### src/pkg/rsic_pkg.sv
// rsic_pkg: constants, states and carriers for the receiver state and irq control block
// assumes a 200 MHz system clock and a plain address/strobe register port
package rsic_pkg;
    // clock rate in kHz for time-to-cycle conversion
    localparam int unsigned CLK_KHZ        = 200000;
    // times as printed, in microseconds
    localparam int unsigned POR_TIME_US    = 500;
    localparam int unsigned XTAL_FIRST_US  = 2500;
    localparam int unsigned CAL_TIME_US    = 6500;
    localparam int unsigned TUNE_TIME_US   = 300;
    localparam int unsigned RXON_TIME_US   = 20;
    // derived cycle counts (exact multiples, no rounding needed)
    localparam int unsigned POR_CYC        = POR_TIME_US * CLK_KHZ / 1000;
    localparam int unsigned XTAL_FIRST_CYC = XTAL_FIRST_US * CLK_KHZ / 1000;
    localparam int unsigned CAL_CYC        = CAL_TIME_US * CLK_KHZ / 1000;
    localparam int unsigned TUNE_CYC       = TUNE_TIME_US * CLK_KHZ / 1000;
    localparam int unsigned RXON_CYC       = RXON_TIME_US * CLK_KHZ / 1000;
    localparam int unsigned CNT_W          = 24;

    // register offsets
    localparam logic [7:0] ADDR_OPCMD    = 8'h00;
    localparam logic [7:0] ADDR_RESTART  = 8'h01;
    localparam logic [7:0] ADDR_STATUS   = 8'h02;
    localparam logic [7:0] ADDR_IRQ_EN   = 8'h03;
    localparam logic [7:0] ADDR_IRQ_CLR  = 8'h04;
    localparam logic [7:0] ADDR_IRQ_STAT = 8'h05;
    localparam logic [7:0] ADDR_LINE_SEL = 8'h06;
    localparam logic [7:0] ADDR_PIN_SEL  = 8'h07;
    localparam logic [7:0] ADDR_XTAL_LO  = 8'h08;
    localparam logic [7:0] ADDR_XTAL_HI  = 8'h09;
    localparam logic [7:0] ADDR_SLP_CTL  = 8'h0a;
    localparam logic [7:0] ADDR_NVM_ADR  = 8'h0b;
    localparam logic [7:0] ADDR_NVM_DAT  = 8'h0c;

    // five-bit state command codes and the eight-bit soft reset key
    localparam logic [4:0] CMD_SLEEP = 5'h01;
    localparam logic [4:0] CMD_STBY  = 5'h02;
    localparam logic [4:0] CMD_TUNE  = 5'h04;
    localparam logic [4:0] CMD_RX    = 5'h08;
    localparam logic [4:0] CMD_NVM   = 5'h10;
    localparam logic [7:0] RESTART_KEY = 8'hff;

    // irq source indices: 0..7 host-cleared, 8..13 automatic
    localparam int unsigned N_LATCH = 8;
    localparam int unsigned N_AUTO  = 6;
    localparam int unsigned N_SRC   = N_LATCH + N_AUTO;
    localparam logic [15:0] XTAL_RESET_CYC = 16'h0fa0;  // default xtal stabilising count /16

    // pin select codes and user storage size in bytes
    localparam logic [1:0] SEL_DEFAULT = 2'h0;
    localparam logic [1:0] SEL_LINE_A  = 2'h1;
    localparam logic [1:0] SEL_LINE_B  = 2'h2;
    localparam logic [1:0] SEL_ALT     = 2'h3;
    localparam int unsigned NVM_BYTES  = 32;

    typedef enum logic [3:0] {
        ST_POR   = 4'h0,
        ST_XTAL  = 4'h1,
        ST_CAL   = 4'h2,
        ST_SLEEP = 4'h3,
        ST_WAKE  = 4'h4,
        ST_STBY  = 4'h5,
        ST_TUNING= 4'h6,
        ST_TUNE  = 4'h7,
        ST_RXON  = 4'h8,
        ST_RX    = 4'h9,
        ST_NVM   = 4'ha
    } rsic_state_t;

    // register port request
    typedef struct packed {
        logic [7:0] addr;
        logic [7:0] wdata;
        logic       wr;
        logic       rd;
    } rsic_req_t;

    // block power enables
    typedef struct packed {
        logic xtal_on;
        logic synth_on;
        logic rf_on;
        logic fifo_access;
        logic nvm_access;
    } rsic_power_t;
endpackage : rsic_pkg

### src/design/rsic_top.sv
// rsic_top: operating state sequencer, interrupt latching and output pin muxing
// assumes event inputs come from logic on clk_i; register strobes are single cycle
//
// Added by the designer: strobed register access and the register addresses.
`timescale 1ns/100ps
module rsic_top
    import rsic_pkg::*;
(
    input  wire logic                clk_i,
    input  wire logic                reset_n_i,
    input  wire logic [7:0]          reg_addr_i,
    input  wire logic [7:0]          reg_wdata_i,
    input  wire logic                reg_wr_i,
    input  wire logic                reg_rd_i,
    input  wire logic [N_LATCH-1:0]  evt_pulse_i,
    input  wire logic [N_AUTO-1:0]   auto_level_i,
    input  wire logic                data_i,
    input  wire logic                bit_sync_clock_i,
    input  wire logic                sys_clk_div_i,
    output logic [7:0]               reg_rdata_o,
    output logic                     out_pin_a_o,
    output logic                     out_pin_b_o,
    output logic                     out_pin_c_o,
    output logic                     out_pin_d_o,
    output logic                     xtal_on_o,
    output logic                     synth_on_o,
    output logic                     rf_on_o,
    output logic                     fifo_access_o,
    output logic                     nvm_access_o,
    output logic                     sleep_timer_on_o
);
    // whole state of the block in one record, apart from the user storage area
    typedef struct packed {
        rsic_state_t          st;
        logic [CNT_W-1:0]     cnt;
        logic                 por_active;
        rsic_state_t          goal;      // state a forward command finally aims at
        logic [N_LATCH-1:0]   en;
        logic [N_LATCH-1:0]   lat;
        logic [N_LATCH-1:0]   clr;
        logic [3:0]           sel_a;
        logic [3:0]           sel_b;
        logic [7:0]           pin_sel;
        logic [15:0]          xtal_cyc16;
        logic                 slp_en;
        logic [4:0]           nvm_adr;
        logic [7:0]           rdata;
        logic                 pin_a;
        logic                 pin_b;
        logic                 pin_c;
        logic                 pin_d;
        rsic_power_t          pwr;
    } rsic_regs_t;

    rsic_regs_t cur_ff;   // registered state
    rsic_regs_t nxt_ff;   // next-state copy
    rsic_req_t  req;      // bundled register request
    logic [7:0] nvm_mem [NVM_BYTES];  // user storage area, kept apart from config

    logic [N_SRC-1:0] src;     // all sources, active high
    logic             line_a;  // muxed irq line a
    logic             line_b;  // muxed irq line b
    logic [CNT_W-1:0] wake_cyc;  // crystal stabilising count in cycles
    logic             nvm_wr;    // user area write strobe

    assign req      = '{addr: reg_addr_i, wdata: reg_wdata_i, wr: reg_wr_i, rd: reg_rd_i};
    assign src      = {auto_level_i, cur_ff.lat};
    assign wake_cyc = CNT_W'({cur_ff.xtal_cyc16, 4'h0});
    assign line_a   = src[cur_ff.sel_a];
    assign line_b   = src[cur_ff.sel_b];
    assign nvm_wr   = req.wr && req.addr == ADDR_NVM_DAT && cur_ff.st == ST_NVM;

    // next-state logic: sequencer, registers, irq latches, pin muxes
    always_comb begin
        nxt_ff      = cur_ff;
        nxt_ff.cnt  = cur_ff.cnt + CNT_W'(1);
        nxt_ff.clr  = '0;  // clear bits return to zero by themselves
        // state sequencing
        unique case (cur_ff.st)
            ST_POR: begin
                if (cur_ff.cnt == CNT_W'(POR_CYC - 1)) begin
                    nxt_ff.st  = ST_XTAL;
                    nxt_ff.cnt = '0;
                    nxt_ff.por_active = 1'b0;
                end
            end
            ST_XTAL: begin
                if (cur_ff.cnt == CNT_W'(XTAL_FIRST_CYC - 1)) begin
                    nxt_ff.st  = ST_CAL;
                    nxt_ff.cnt = '0;
                end
            end
            ST_CAL: begin
                if (cur_ff.cnt == CNT_W'(CAL_CYC - 1)) begin
                    nxt_ff.st  = ST_SLEEP;
                    nxt_ff.cnt = '0;
                end
            end
            ST_WAKE: begin
                if (cur_ff.cnt >= wake_cyc) begin
                    // a tune or receive goal walks on through tuning
                    nxt_ff.st  = (cur_ff.goal inside {ST_TUNE, ST_RX}) ? ST_TUNING : ST_STBY;
                    nxt_ff.cnt = '0;
                end
            end
            ST_TUNING: begin
                if (cur_ff.cnt == CNT_W'(TUNE_CYC - 1)) begin
                    nxt_ff.st  = (cur_ff.goal == ST_RX) ? ST_RXON : ST_TUNE;
                    nxt_ff.cnt = '0;
                end
            end
            ST_RXON: begin
                if (cur_ff.cnt == CNT_W'(RXON_CYC - 1)) begin
                    nxt_ff.st  = ST_RX;
                    nxt_ff.cnt = '0;
                end
            end
            ST_SLEEP: begin
                // sleep timer expiry wakes to standby
                if (cur_ff.slp_en && evt_pulse_i[6]) begin
                    nxt_ff.st  = ST_WAKE;
                    nxt_ff.goal = ST_STBY;  // timer wake stops in standby
                    nxt_ff.cnt = '0;
                end
            end
            ST_STBY, ST_TUNE, ST_RX, ST_NVM: begin
                nxt_ff.cnt = '0;  // settled states do not count
            end
            default: begin
                nxt_ff.st = ST_POR;  // illegal code recovers via power-up
            end
        endcase
        // state commands; forward steps pass through timed stages
        if (req.wr && req.addr == ADDR_OPCMD && cur_ff.st >= ST_SLEEP) begin
            nxt_ff.cnt = '0;
            if (req.wdata[4:0] == CMD_SLEEP) begin
                nxt_ff.st = ST_SLEEP;  // backward moves are immediate
            end else if (req.wdata[4:0] == CMD_STBY) begin
                nxt_ff.goal = ST_STBY;
                nxt_ff.st = (cur_ff.st == ST_SLEEP) ? ST_WAKE : ST_STBY;
            end else if (req.wdata[4:0] == CMD_TUNE) begin
                nxt_ff.goal = ST_TUNE;
                nxt_ff.st = (cur_ff.st == ST_SLEEP) ? ST_WAKE :
                            (cur_ff.st == ST_RX || cur_ff.st == ST_TUNE) ? ST_TUNE : ST_TUNING;
            end else if (req.wdata[4:0] == CMD_RX) begin
                // from sleep the whole chain is walked, host waits it out
                nxt_ff.goal = ST_RX;
                nxt_ff.st = (cur_ff.st == ST_SLEEP) ? ST_WAKE :
                            (cur_ff.st == ST_TUNE) ? ST_RXON :
                            (cur_ff.st == ST_RX) ? ST_RX : ST_TUNING;
            end else if (req.wdata[4:0] == CMD_NVM && cur_ff.st == ST_SLEEP) begin
                nxt_ff.st = ST_NVM;  // memory command accepted only from sleep, ignored elsewhere
            end else begin
                nxt_ff.st = cur_ff.st;  // unknown code ignored
            end
        end
        // soft reset restarts power-up from crystal start
        if (req.wr && req.addr == ADDR_RESTART && req.wdata == RESTART_KEY) begin
            nxt_ff.st  = ST_XTAL;
            nxt_ff.cnt = '0;
        end
        // configuration writes
        if (req.wr) begin
            unique case (req.addr)
                ADDR_IRQ_EN:   nxt_ff.en      = req.wdata;
                ADDR_IRQ_CLR:  nxt_ff.clr     = req.wdata;
                ADDR_LINE_SEL: begin
                    nxt_ff.sel_a = req.wdata[3:0];
                    nxt_ff.sel_b = req.wdata[7:4];
                end
                ADDR_PIN_SEL:  nxt_ff.pin_sel = req.wdata;
                ADDR_XTAL_LO:  nxt_ff.xtal_cyc16[7:0]  = req.wdata;
                ADDR_XTAL_HI:  nxt_ff.xtal_cyc16[15:8] = req.wdata;
                ADDR_SLP_CTL:  nxt_ff.slp_en  = req.wdata[0];
                ADDR_NVM_ADR:  nxt_ff.nvm_adr = req.wdata[4:0];
                default: ;
            endcase
        end
        // latched sources: clear then set, so a same-cycle event wins
        nxt_ff.lat = (cur_ff.lat & ~cur_ff.clr) | (evt_pulse_i & cur_ff.en);
        // clear bits stay high only in the cycle after a write to the clear register
        if (!(req.wr && req.addr == ADDR_IRQ_CLR)) begin
            nxt_ff.clr = '0;
        end
        // register read data, one cycle after the read strobe
        nxt_ff.rdata = '0;
        if (req.rd) begin
            unique case (req.addr)
                ADDR_STATUS:   nxt_ff.rdata = {3'h0, cur_ff.por_active, cur_ff.st};
                ADDR_IRQ_EN:   nxt_ff.rdata = cur_ff.en;
                ADDR_IRQ_STAT: nxt_ff.rdata = cur_ff.lat;
                ADDR_LINE_SEL: nxt_ff.rdata = {cur_ff.sel_b, cur_ff.sel_a};
                ADDR_PIN_SEL:  nxt_ff.rdata = cur_ff.pin_sel;
                ADDR_XTAL_LO:  nxt_ff.rdata = cur_ff.xtal_cyc16[7:0];
                ADDR_XTAL_HI:  nxt_ff.rdata = cur_ff.xtal_cyc16[15:8];
                ADDR_SLP_CTL:  nxt_ff.rdata = {7'h0, cur_ff.slp_en};
                ADDR_NVM_ADR:  nxt_ff.rdata = {3'h0, cur_ff.nvm_adr};
                ADDR_NVM_DAT:  nxt_ff.rdata = (cur_ff.st == ST_NVM) ?
                                              nvm_mem[cur_ff.nvm_adr] : 8'h00;
                default:       nxt_ff.rdata = 8'h00;  // unmapped reads zero
            endcase
        end
        // block power follows the state
        nxt_ff.pwr.xtal_on     = nxt_ff.st inside {ST_XTAL, ST_CAL, ST_WAKE, ST_STBY,
                                                  ST_TUNING, ST_TUNE, ST_RXON, ST_RX, ST_NVM};
        nxt_ff.pwr.synth_on    = nxt_ff.st inside {ST_TUNING, ST_TUNE, ST_RXON, ST_RX};
        nxt_ff.pwr.rf_on       = nxt_ff.st inside {ST_RX};
        nxt_ff.pwr.fifo_access = nxt_ff.st inside {ST_STBY, ST_TUNING, ST_TUNE, ST_RXON, ST_RX};
        nxt_ff.pwr.nvm_access  = nxt_ff.st == ST_NVM;
        // output pin muxes
        unique case (cur_ff.pin_sel[1:0])
            SEL_DEFAULT: nxt_ff.pin_a = ~cur_ff.por_active;
            SEL_LINE_A:  nxt_ff.pin_a = line_a;
            SEL_LINE_B:  nxt_ff.pin_a = line_b;
            SEL_ALT:     nxt_ff.pin_a = data_i;
        endcase
        unique case (cur_ff.pin_sel[3:2])
            SEL_DEFAULT: nxt_ff.pin_b = line_a;
            SEL_LINE_A:  nxt_ff.pin_b = line_a;
            SEL_LINE_B:  nxt_ff.pin_b = line_b;
            SEL_ALT:     nxt_ff.pin_b = bit_sync_clock_i;
        endcase
        unique case (cur_ff.pin_sel[5:4])
            SEL_DEFAULT: nxt_ff.pin_c = sys_clk_div_i & cur_ff.pwr.xtal_on;
            SEL_LINE_A:  nxt_ff.pin_c = line_a;
            SEL_LINE_B:  nxt_ff.pin_c = line_b;
            SEL_ALT:     nxt_ff.pin_c = data_i;
        endcase
        unique case (cur_ff.pin_sel[7:6])
            SEL_DEFAULT: nxt_ff.pin_d = data_i;
            SEL_LINE_A:  nxt_ff.pin_d = line_a;
            SEL_LINE_B:  nxt_ff.pin_d = line_b;
            SEL_ALT:     nxt_ff.pin_d = bit_sync_clock_i;
        endcase
    end

    // state register; por flag set only by the hard reset
    always_ff @(posedge clk_i) begin
        if (!reset_n_i) begin
            cur_ff            <= '0;
            cur_ff.st         <= ST_POR;
            cur_ff.por_active <= 1'b1;
            cur_ff.xtal_cyc16 <= XTAL_RESET_CYC;
        end else begin
            cur_ff <= nxt_ff;
        end
    end

    // user area storage, survives soft reset
    always_ff @(posedge clk_i) begin
        if (nvm_wr) begin
            nvm_mem[cur_ff.nvm_adr] <= req.wdata;
        end
    end

    assign reg_rdata_o      = cur_ff.rdata;
    assign out_pin_a_o      = cur_ff.pin_a;
    assign out_pin_b_o      = cur_ff.pin_b;
    assign out_pin_c_o      = cur_ff.pin_c;
    assign out_pin_d_o      = cur_ff.pin_d;
    assign xtal_on_o        = cur_ff.pwr.xtal_on;
    assign synth_on_o       = cur_ff.pwr.synth_on;
    assign rf_on_o          = cur_ff.pwr.rf_on;
    assign fifo_access_o    = cur_ff.pwr.fifo_access;
    assign nvm_access_o     = cur_ff.pwr.nvm_access;
    assign sleep_timer_on_o = cur_ff.slp_en;
endmodule : rsic_top

### config.mk
export PLATFORM = sky130hd
export DESIGN_NAME = rsic_top
export DESIGN_NICKNAME = d
export VERILOG_FILES = /design/src/pkg/rsic_pkg.sv /design/src/design/rsic_top.sv
export SDC_FILE = /design/constraint.sdc
export NUM_CORES = 1
export LEC_CHECK = 0
export BUFFER_PORTS_ARGS = -buffer_cell sky130_fd_sc_hd__buf_2
export CORE_MARGIN = 4
export CORE_UTILIZATION = 60
export CTS_BUF_LIST = sky130_fd_sc_hd__clkbuf_8
export DETAILED_ROUTE_END_ITERATION = 8
export PLACE_DENSITY = 0.88
export SKIP_CTS_REPAIR_TIMING = 1
export SLEW_MARGIN = 20
export SYNTH_ARGS = -nofsm -noshare
export SYNTH_HDL_FRONTEND = slang
export SYNTH_SLANG_ARGS = --single-unit
### constraint.sdc
create_clock -name clk_i -period 4.42 [get_ports clk_i]
set_input_delay 0.663 -clock clk_i [delete_from_list [all_inputs] [get_ports clk_i]]
set_output_delay 0.663 -clock clk_i [all_outputs]
set_load 0.1 [all_outputs]
Word-level counts from Yosys, hierarchy flattened
Memories as Yosys holds them, arrays and structs flattened. A register that Yosys moved wholly into a read port is not among the register bits.
Cells that the tools add are included.
{"block": "totals", "reg_bits": 112, "ram_bits": 256, "input_bits": 37, "out_inout_bits": 18, "mem_count": 1}
{"block": "op_classes", "n_addsub": 1, "magnitude_cmp": 4, "eq_ne": 56, "muxes": 45, "bitwise_logic": 7, "reduce_logical": 33}
{"memory": "nvm_mem", "words": 32, "word_bits": 8, "read_ports": 1, "rd_ports_with_merged_regs": 1, "wr": 1, "line": "rsic_top.sv:58", "text": "logic [7:0] nvm_mem [NVM_BYTES];"}
{"op": "$mux 28", "count": 8}
{"op": "$pmux 24 s8", "count": 1}
{"op": "$pmux 8 s10", "count": 1}
{"op": "$mux 4", "count": 16}
{"op": "$eq 8x4->1 const B", "count": 5}
{"op": "$eq 4x3->1 const B", "count": 9}
{"op": "$eq 8x3->1 const B", "count": 4}
{"op": "$pmux 4 s8", "count": 1}
{"op": "$mux 29", "count": 1}
{"op": "$eq 4x4->1 const B", "count": 7}
{"op": "$add 24x1->24 const B", "count": 1}
{"op": "$eq 24x12->1 const B", "count": 1}
{"op": "$eq 24x16->1 const B", "count": 1}
{"op": "$eq 24x17->1 const B", "count": 1}
{"op": "$eq 24x19->1 const B", "count": 1}
{"op": "$eq 24x21->1 const B", "count": 1}
{"op": "$ge 24x20->1", "count": 1}
{"op": "$reduce_and 2->1", "count": 9}
{"op": "$and 8x8->8", "count": 2}
{"op": "$eq 2x2->1 const B", "count": 8}
{"op": "$eq 8x2->1 const B", "count": 2}
{"op": "$eq 4x2->1 const B", "count": 3}
{"op": "$pmux 1 s4", "count": 3}
{"op": "$lt 4x5->1 const B", "count": 2}
{"op": "other kinds (33)", "count": 57}

Depth between registers and ports, before layout
Gate-level depths: netlist of run 1.
{"block": "logic_depth", "depth_word": 12, "depth_mapped": 10, "ltp_nobuf": 9}

Worst setup path after synthesis of run 1
OpenSTA, ideal clock, no wires.
{"block": "synth_timing", "path_kind": "in2reg", "startpoint": "in reg_addr_i[5]", "endpoint": "mem nvm_mem[24][0] (enable)", "setup_time_ps": 370, "arrival_time_ps": 2881, "path_slack_ps": 1169, "path_stages": 6, "cell_sequence": "nor4_2 > nand2_1 > nor4_1 > nor2b_1 > nand4_1 > nor2_1"}
{"block": "synth_via", "elab_chain_cells": 5}
{"item": "from (decl)", "line": "rsic_top.sv:11", "text": "input wire logic [7:0] reg_addr_i,"}
{"item": "$eq 8x4->1", "line": "rsic_top.sv:71", "text": "assign nvm_wr = req.wr && req.addr == ADDR_NVM_DAT && cur_ff.st == ST_NVM;"}
{"item": "$logic_and 1x1->1 (2 in series)", "line": "rsic_top.sv:71"}
{"item": "$mux 1", "line": "rsic_top.sv:251", "text": "if (nvm_wr) begin"}
{"item": "$mux 1 (implied by the code)", "line": "rsic_top.sv:252", "text": "nvm_mem[cur_ff.nvm_adr] <= req.wdata;"}
{"item": "to (decl)", "line": "rsic_top.sv:58"}
No other way between the ends.

Final worst setup path of run 1
{"block": "layout_timing", "startpoint": "reg cur_ff[109] (netlist name)", "endpoint": "mem nvm_mem[27][1] (enable)"}
{"block": "layout_via", "elab_chain_cells": 4}
{"item": "from (decl)", "line": "rsic_top.sv:55", "text": "rsic_regs_t cur_ff;"}
{"item": "from (signal assigned)", "line": "rsic_top.sv:245", "text": "cur_ff <= nxt_ff;"}
{"item": "$eq 4x4->1", "line": "rsic_top.sv:71"}
{"item": "$logic_and 1x1->1", "line": "rsic_top.sv:71"}
{"item": "$mux 1", "line": "rsic_top.sv:251"}
{"item": "$mux 1 (implied by the code)", "line": "rsic_top.sv:252"}
No other way between the ends.

==> reports/summary.txt, run 1 <==
final cell count without fillers: 1645
dpl hpwl: 26.9 mm
Filler cells: 1769
# clock sinks: 373
fin crit period: 3400 ps
antenna-violating nets left: 0
die area: 29800 sq um
Syn Inst Count: 1189
outcome: completed
die height: 173 microns
Layout Skew: 48.8 ps
Hold Slack: 315 ps
Pre-antenna DRT Iters: 8
Netlist cell types: 73
CTS root buf: clkbuf_8
drt wl/cell: 24.9 microns
GR Overflow Total: 0
CP Capture Type: flop
core box area: 26800 sq um
cell taking the most area after synthesis: edfxtp_1
number of global-route vias before repair: 10700
htree depth: 2
crit-path max FO: 19
Setup violations, final: 0
Starting Density: 60.8%
Pwr Density: 378 nW/um^2
period utilization: 77.0%
vias: 11000
syn nets: 1244
Max-cap violations: 0
post-route cell area: 18000 sq um
mapped cell area: 16300 sq um
TritonCTS Buffers: 59
Worst EP arrival: 3610 ps
detailed-route DRC error count: 0
fin. max-slew vios: 0
P_leak: 0.00603 uW
fraction of final layout cells with drive strength greater than 1: 20.4%
later-pin clock latency in the skew report: 620 ps
largest net degree at the start of global routing: 41
top_reg_cell synth: edfxtp_1
#FFs+latches synth: 373
Synth top area share: 47.2%
DP Area: 16800 sq um
I/O pin count: 55
Overall Global Routing Usage: 27.1%
Worst EP required: 4630 ps
Worst slew margin: 41.8%
maximum VDD drop: 0.270 mV
post-DR vias/cell: 6.71
final WL: 41.0 mm
PortBufs: 54
first-pass GRT wire length: 63.0 mm
Yosys warning count: 0
initial DRC count: 1569
Placer Congestion: 0.956
std cell rows: 60
initial antenna violation count: 1
CTS Buffer Depth: 3
final hold vios: 0
async set or reset register ratio after synthesis: 0%
Slew @ Worst Pin: 870 ps
ranking of synthesized cells by area: edfxtp_1 47%, dfxtp_1 14%, mux4_2 12%, mux2i_1 2.9%, nor2_1 2.7%
placed cell count: 1533
TNS Setup: 0 ps
WS Path Type: reg -> reg
Fmax: 294 MHz
Layout Nets: 1308
Seq. cell area: 10000 sq um
startpoint type of the worst setup path: flop
synthesized area per cell: 13.7 sq um
Die X-Extent: 173 microns
Hold Crit Class: in -> reg
number of synthesized flops with an enable pin: 256
TritonCTS clock tree: yes
Area growth syn-to-layout: 10.8%
sequential area share after synthesis: 61.6%
Worst-path clk slew: 50 ps
total power: 6810 uW
RSZ-0062 raised after global routing: no
area of the multi-input gates: 5860 sq um
==> final timing paths <==
path | start | endpoint | slack (ps) | depth (start not counted)
max | cur_ff[109]$_SDFF_PN0_ | nvm_mem[27][1]$_DFFE_PP_ | 1020 | 6
min | evt_pulse_i[2] | cur_ff[65]$_SDFF_PN0_ | 310 | 3
max reg2reg | cur_ff[109]$_SDFF_PN0_ | nvm_mem[27][1]$_DFFE_PP_ | 1020 | 6
min reg2reg | cur_ff[80]$_SDFF_PN0_ | cur_ff[80]$_SDFF_PN0_ | 490 | 2
==> flip-flops by register name, summed over array words and instances, names as in the netlist, named ones only <==
| signal | count |
|---|---|
| out_pin_c_o | 1 |
| rf_on_o | 1 |
| out_pin_a_o | 1 |
| fifo_access_o | 1 |
| nvm_access_o | 1 |
| reg_rdata_o | 8 |
| nvm_mem | 256 |
| out_pin_b_o | 1 |
| out_pin_d_o | 1 |
| synth_on_o | 1 |
| cur_ff | 94 |
| xtal_on_o | 1 |
| sleep_timer_on_o | 1 |
==> Yosys cell counts, types with 3 or more instances <==
| library cell | count |
|---|---|
| nand4bb_1 | 3 |
| o22ai_1 | 5 |
| nand2_1 | 109 |
| mux2_2 | 8 |
| mux2i_1 | 48 |
| edfxtp_1 | 256 |
| and4_1 | 3 |
| dfxtp_1 | 117 |
| and2_1 | 14 |
| or2_2 | 4 |
| buf_1 | 18 |
| nand3_1 | 33 |
| nor2_1 | 116 |
| inv_1 | 27 |
| xnor2_1 | 18 |
| nand4b_1 | 5 |
| a211oi_1 | 9 |
| o21ai_0 | 18 |
| a22oi_1 | 7 |
| or3_1 | 8 |
| nor2b_1 | 6 |
| xor2_1 | 6 |
| a21oi_1 | 47 |
| o32ai_1 | 4 |
| nand3b_1 | 5 |
| nor4_1 | 10 |
| or4_1 | 3 |
| buf_4 | 8 |
| nor3b_1 | 7 |
| nand4_1 | 18 |
| o211ai_1 | 3 |
| a41oi_1 | 3 |
| clkbuf_1 | 43 |
| mux4_2 | 88 |
| ha_1 | 18 |
| a31oi_1 | 8 |
| nor3_1 | 17 |
| a221oi_1 | 6 |
| and3_1 | 5 |
| and3b_1 | 3 |
| nand2b_1 | 16 |
==> final cells by class <==
type / instances / share of cell area [%]
Multi-Input combinational cell: 718 / 32.4
Sequential cell: 373 / 55.6
Antenna cell: 1 / 0.0139
Clock inverter: 42 / 1.38
Clock buffer: 69 / 5.26
Timing Repair Buffer: 73 / 2.36
Inverter: 28 / 0.582
Tap cell: 341 / 2.36
==> report_power, final <==
part / total (uW) / internal (uW) / switching [uW]
clock: 2910 / 1550 / 1360
combinational: 176 / 43.6 / 132
sequential: 3730 / 3730 / 4.27
total: 6810 / 5320 / 1490
==> cells by family after synthesis <==
kind of cell    Yosys count  synth area share [%]
flops                   373                  61.6
mux                     144                  15.7
compound gates          131                  5.23
fa+ha+maj                19                  1.44
buf+inv                  98                  2.49
xor+xnor                 24                  1.29
simple gates            400                  12.3
==> stage by stage <==
| stage | utilization, % | worst slack (ps) |
|---|---|---|
| 5_1_grt | 67.3 | 906 |
| 2_1_floorplan | - | 1170 |
| 3_3_place_gp | 62.9 | 700 |
| 3_5_place_dp | 62.9 | 567 |
| 4_1_cts | 67.3 | 1110 |
| 6_report | 67.3 | 1020 |
==> placed cells by master (no fill, tap or decap), types with 7 or more instances in the layout <==
cell type    n
nand3_1     33
inv_1       48
nor4_1      10
nor2_1     116
a31oi_1      8
buf_2       54
nand4_1     18
a22oi_1      7
nand2_1    109
ha_1        18
edfxtp_1   256
and2_1      14
mux2_2       8
mux2i_1     48
a211oi_1     9
a21oi_1     47
xnor2_1     18
nand2b_1    16
clkinv_1    10
buf_4       18
nor3_1      16
dfxtp_1    115
clkbuf_8    69
or3_1        8
nor3b_1      7
mux4_2      88
o21ai_0     18
==> per-layer routing <==
metal	share of wire [%]	vias up	GRT usage [%]
met3	11	146	5.38
met1	37	5417	37.8
met5	0	-	0
met4	3.8	0	9.31
li1	-	4690	-
met2	48	785	43.7
==> worst max-delay path, cell delays in order (launching register included) <==
cell and delay [ps]:
dfxtp_1 760, nand2b_1 240, nor4_1 390, buf_4 260, nor2b_1 450, nand4_1 260
nor2_1 630
(Power assumes the default switching activity.)
==> run 2: changes to the inputs <==
Clock period 4.42 ns to 3.35 ns, I/O delays scaled along.
==> run 2 against run 1 <==
Total power increased by 31%. Non-clock buffer count grew 53. Wire length is 2.3% higher. Maximum frequency is 19% higher. Critical path depth did not move. Critical endpoint is now xtal_on_o$_SDFF_PN0_. Highest routed layer unchanged.
==> reports/summary.txt, run 2 (synthesized netlist as in run 1, its figures left out) <==
outcome: completed
die height: 173 microns
final WL: 42.0 mm
Critical R2R Launch: cur_ff[97]$_SDFF_PP0_
TritonCTS Buffers: 55
Sw Share: 22.0%
r2r setup slk: 490 ps
Slew @ Worst Pin: 932 ps
internal power component: 6940 uW
Pwr Density: 484 nW/um^2
Worst EP arrival: 3380 ps
Worst-path clk slew: 60 ps
post-route cell area: 18400 sq um
initial antenna violation count: 0
Pre-antenna DRT Iters: 8
Worst Hold Path EP: cur_ff[68]$_SDFF_PN0_
largest net degree at the start of global routing: 45
WHS Path Cells: 3
CTS Buffer Depth: 3
Clock Power Share: 42.0%
fin. max-slew vios: 0
later-pin clock latency in the skew report: 630 ps
initial DRC count: 1858
Area growth syn-to-layout: 13.0%
P_leak: 0.00628 uW
detailed-route DRC error count: 0
Fmax: 349 MHz
CTS root buf: clkbuf_8
Layout Skew: 56.5 ps
I/O pin count: 55
Inserted Diodes: 0
most frequent cells in the layout: 256 x edfxtp_1, 116 x nor2_1, 115 x dfxtp_1
Die X-Extent: 173 microns
die area: 29800 sq um
max incr delay on CP: 520 ps
Placer Congestion: 0.981
period utilization: 85.5%
setup slack after layout: 485 ps
TritonCTS clock tree: yes
fin crit period: 2860 ps
Hold Crit Start: evt_pulse_i[5]
# clock sinks: 373
Max-cap violations: 0
Hold Slack: 124 ps
number of global-route vias before repair: 10800
htree depth: 2
area of the multi-input gates: 5860 sq um
combinational share of power: 2.7%
GR Overflow Total: 0
antenna-violating nets left: 0
post-DR vias/cell: 6.65
CP Capture Type: flop
Seq. cell area: 10000 sq um
RSZ-0062 raised after global routing: no
maximum VDD drop: 0.310 mV
crit path cell chain: or4b_4, or4_4, o41a_1, o22a_1, and3_2, o311a_1
startpoint type of the worst setup path: flop
Worst slew margin: 37.8%
Setup violations, final: 0
Starting Density: 60.8%
PortBufs: 54
Top reg by flops: nvm_mem
Reg2Reg Depth: 6
drt wl/cell: 24.9 microns
Filler cells: 1694
std cell rows: 60
sequential share of power: 55.3%
crit-path max FO: 9
Worst R2R End: xtal_on_o$_SDFF_PN0_
max FFs per register: 256
first-pass GRT wire length: 64.3 mm
vias: 11200
CP max-delay cell: or4b_4
TNS Setup: 0 ps
Layout Nets: 1357
WS Path Type: reg -> reg
Psw: 1960 uW
Core Util, Final: 68.7%
DP Area: 17300 sq um
final hold vios: 0
commonest non-fill, non-tap cell in the layout: edfxtp_1
fraction of final layout cells with drive strength greater than 1: 23.5%
Overall Global Routing Usage: 27.8%
dpl hpwl: 27.5 mm
Worst EP required: 3860 ps
core box area: 26800 sq um
Hold Crit Class: in -> reg
DP Worst Slack: 365 ps
run 2: cell count changes in the layout (fill, tap and decap cells not counted), moves of 2 or more:
| cell | previous run | this run |
|---|---|---|
| bufinv_16 | 2 | 4 |
| buf_12 | 1 | 3 |
| buf_4 | 18 | 69 |
| clkinv_1 | 10 | 8 |
| clkinv_2 | 5 | 12 |
| clkbuf_8 | 69 | 59 |
| inv_1 | 48 | 45 |
run 2: final cells by class:
| class | instances | share of cell area (%) |
|---|---|---|
| repair buffers | 126 | 4.61 |
| clock inverters | 45 | 1.73 |
| multi-input cells | 718 | 31.8 |
| inverters | 28 | 0.571 |
| well taps | 341 | 2.32 |
| flip-flops and latches | 373 | 54.5 |
| clock buffers | 59 | 4.41 |
run 2: power by group through the flow:
stage | clock network (uW) | logic [uW] | registers, uW
floorplan | 0 | 91.7 | 5030
global placement | 0 | 222 | 5020
detailed placement | 0 | 232 | 5020
CTS | 3780 | 233 | 4920
global route | 4000 | 252 | 4920
finish | 3730 | 242 | 4920
run 2: worst max-delay path: cells and delay by family (launching register included):
family	cells	cell delay (ps)
and+or+nand+nor	3	1300
AOI/OAI and AO/OA	3	950
DFF	1	510
run 2: routing by layer:
layer | routed length, microns | vias to the layer above | GRT usage, %
met5 | 0 | - | 0
met4 | 2020 | 0 | 10.8
met3 | 4530 | 156 | 5.36
met2 | 20400 | 851 | 46.1
met1 | 15000 | 5440 | 36.9
li1 | - | 4784 | -
run 2: worst max path at each step:
| stage | from | end | slack, ps | cells past startpoint |
|---|---|---|---|---|
| after floorplan | reg_addr_i[5] | nvm_mem[24][0]$_DFFE_PP_ | 260 | 6 |
| after global placement | reg_addr_i[5] | nvm_mem[27][5]$_DFFE_PP_ | 410 | 10 |
| after detailed placement | reg_addr_i[5] | nvm_mem[27][1]$_DFFE_PP_ | 360 | 10 |
| after CTS | cur_ff[97]$_SDFF_PP0_ | xtal_on_o$_SDFF_PN0_ | 500 | 6 |
| after global routing | cur_ff[97]$_SDFF_PP0_ | fifo_access_o$_SDFF_PN0_ | 310 | 7 |
| final | cur_ff[97]$_SDFF_PP0_ | xtal_on_o$_SDFF_PN0_ | 490 | 6 |
run 2: metrics by stage:
stage / instances / total power (uW)
final: 1690 / 8900
after detailed placement: 1586 / 5250
after global placement: 1586 / 5240
after global routing: 1690 / 9170
after CTS: 1690 / 8930
after floorplan: 1189 / 5120
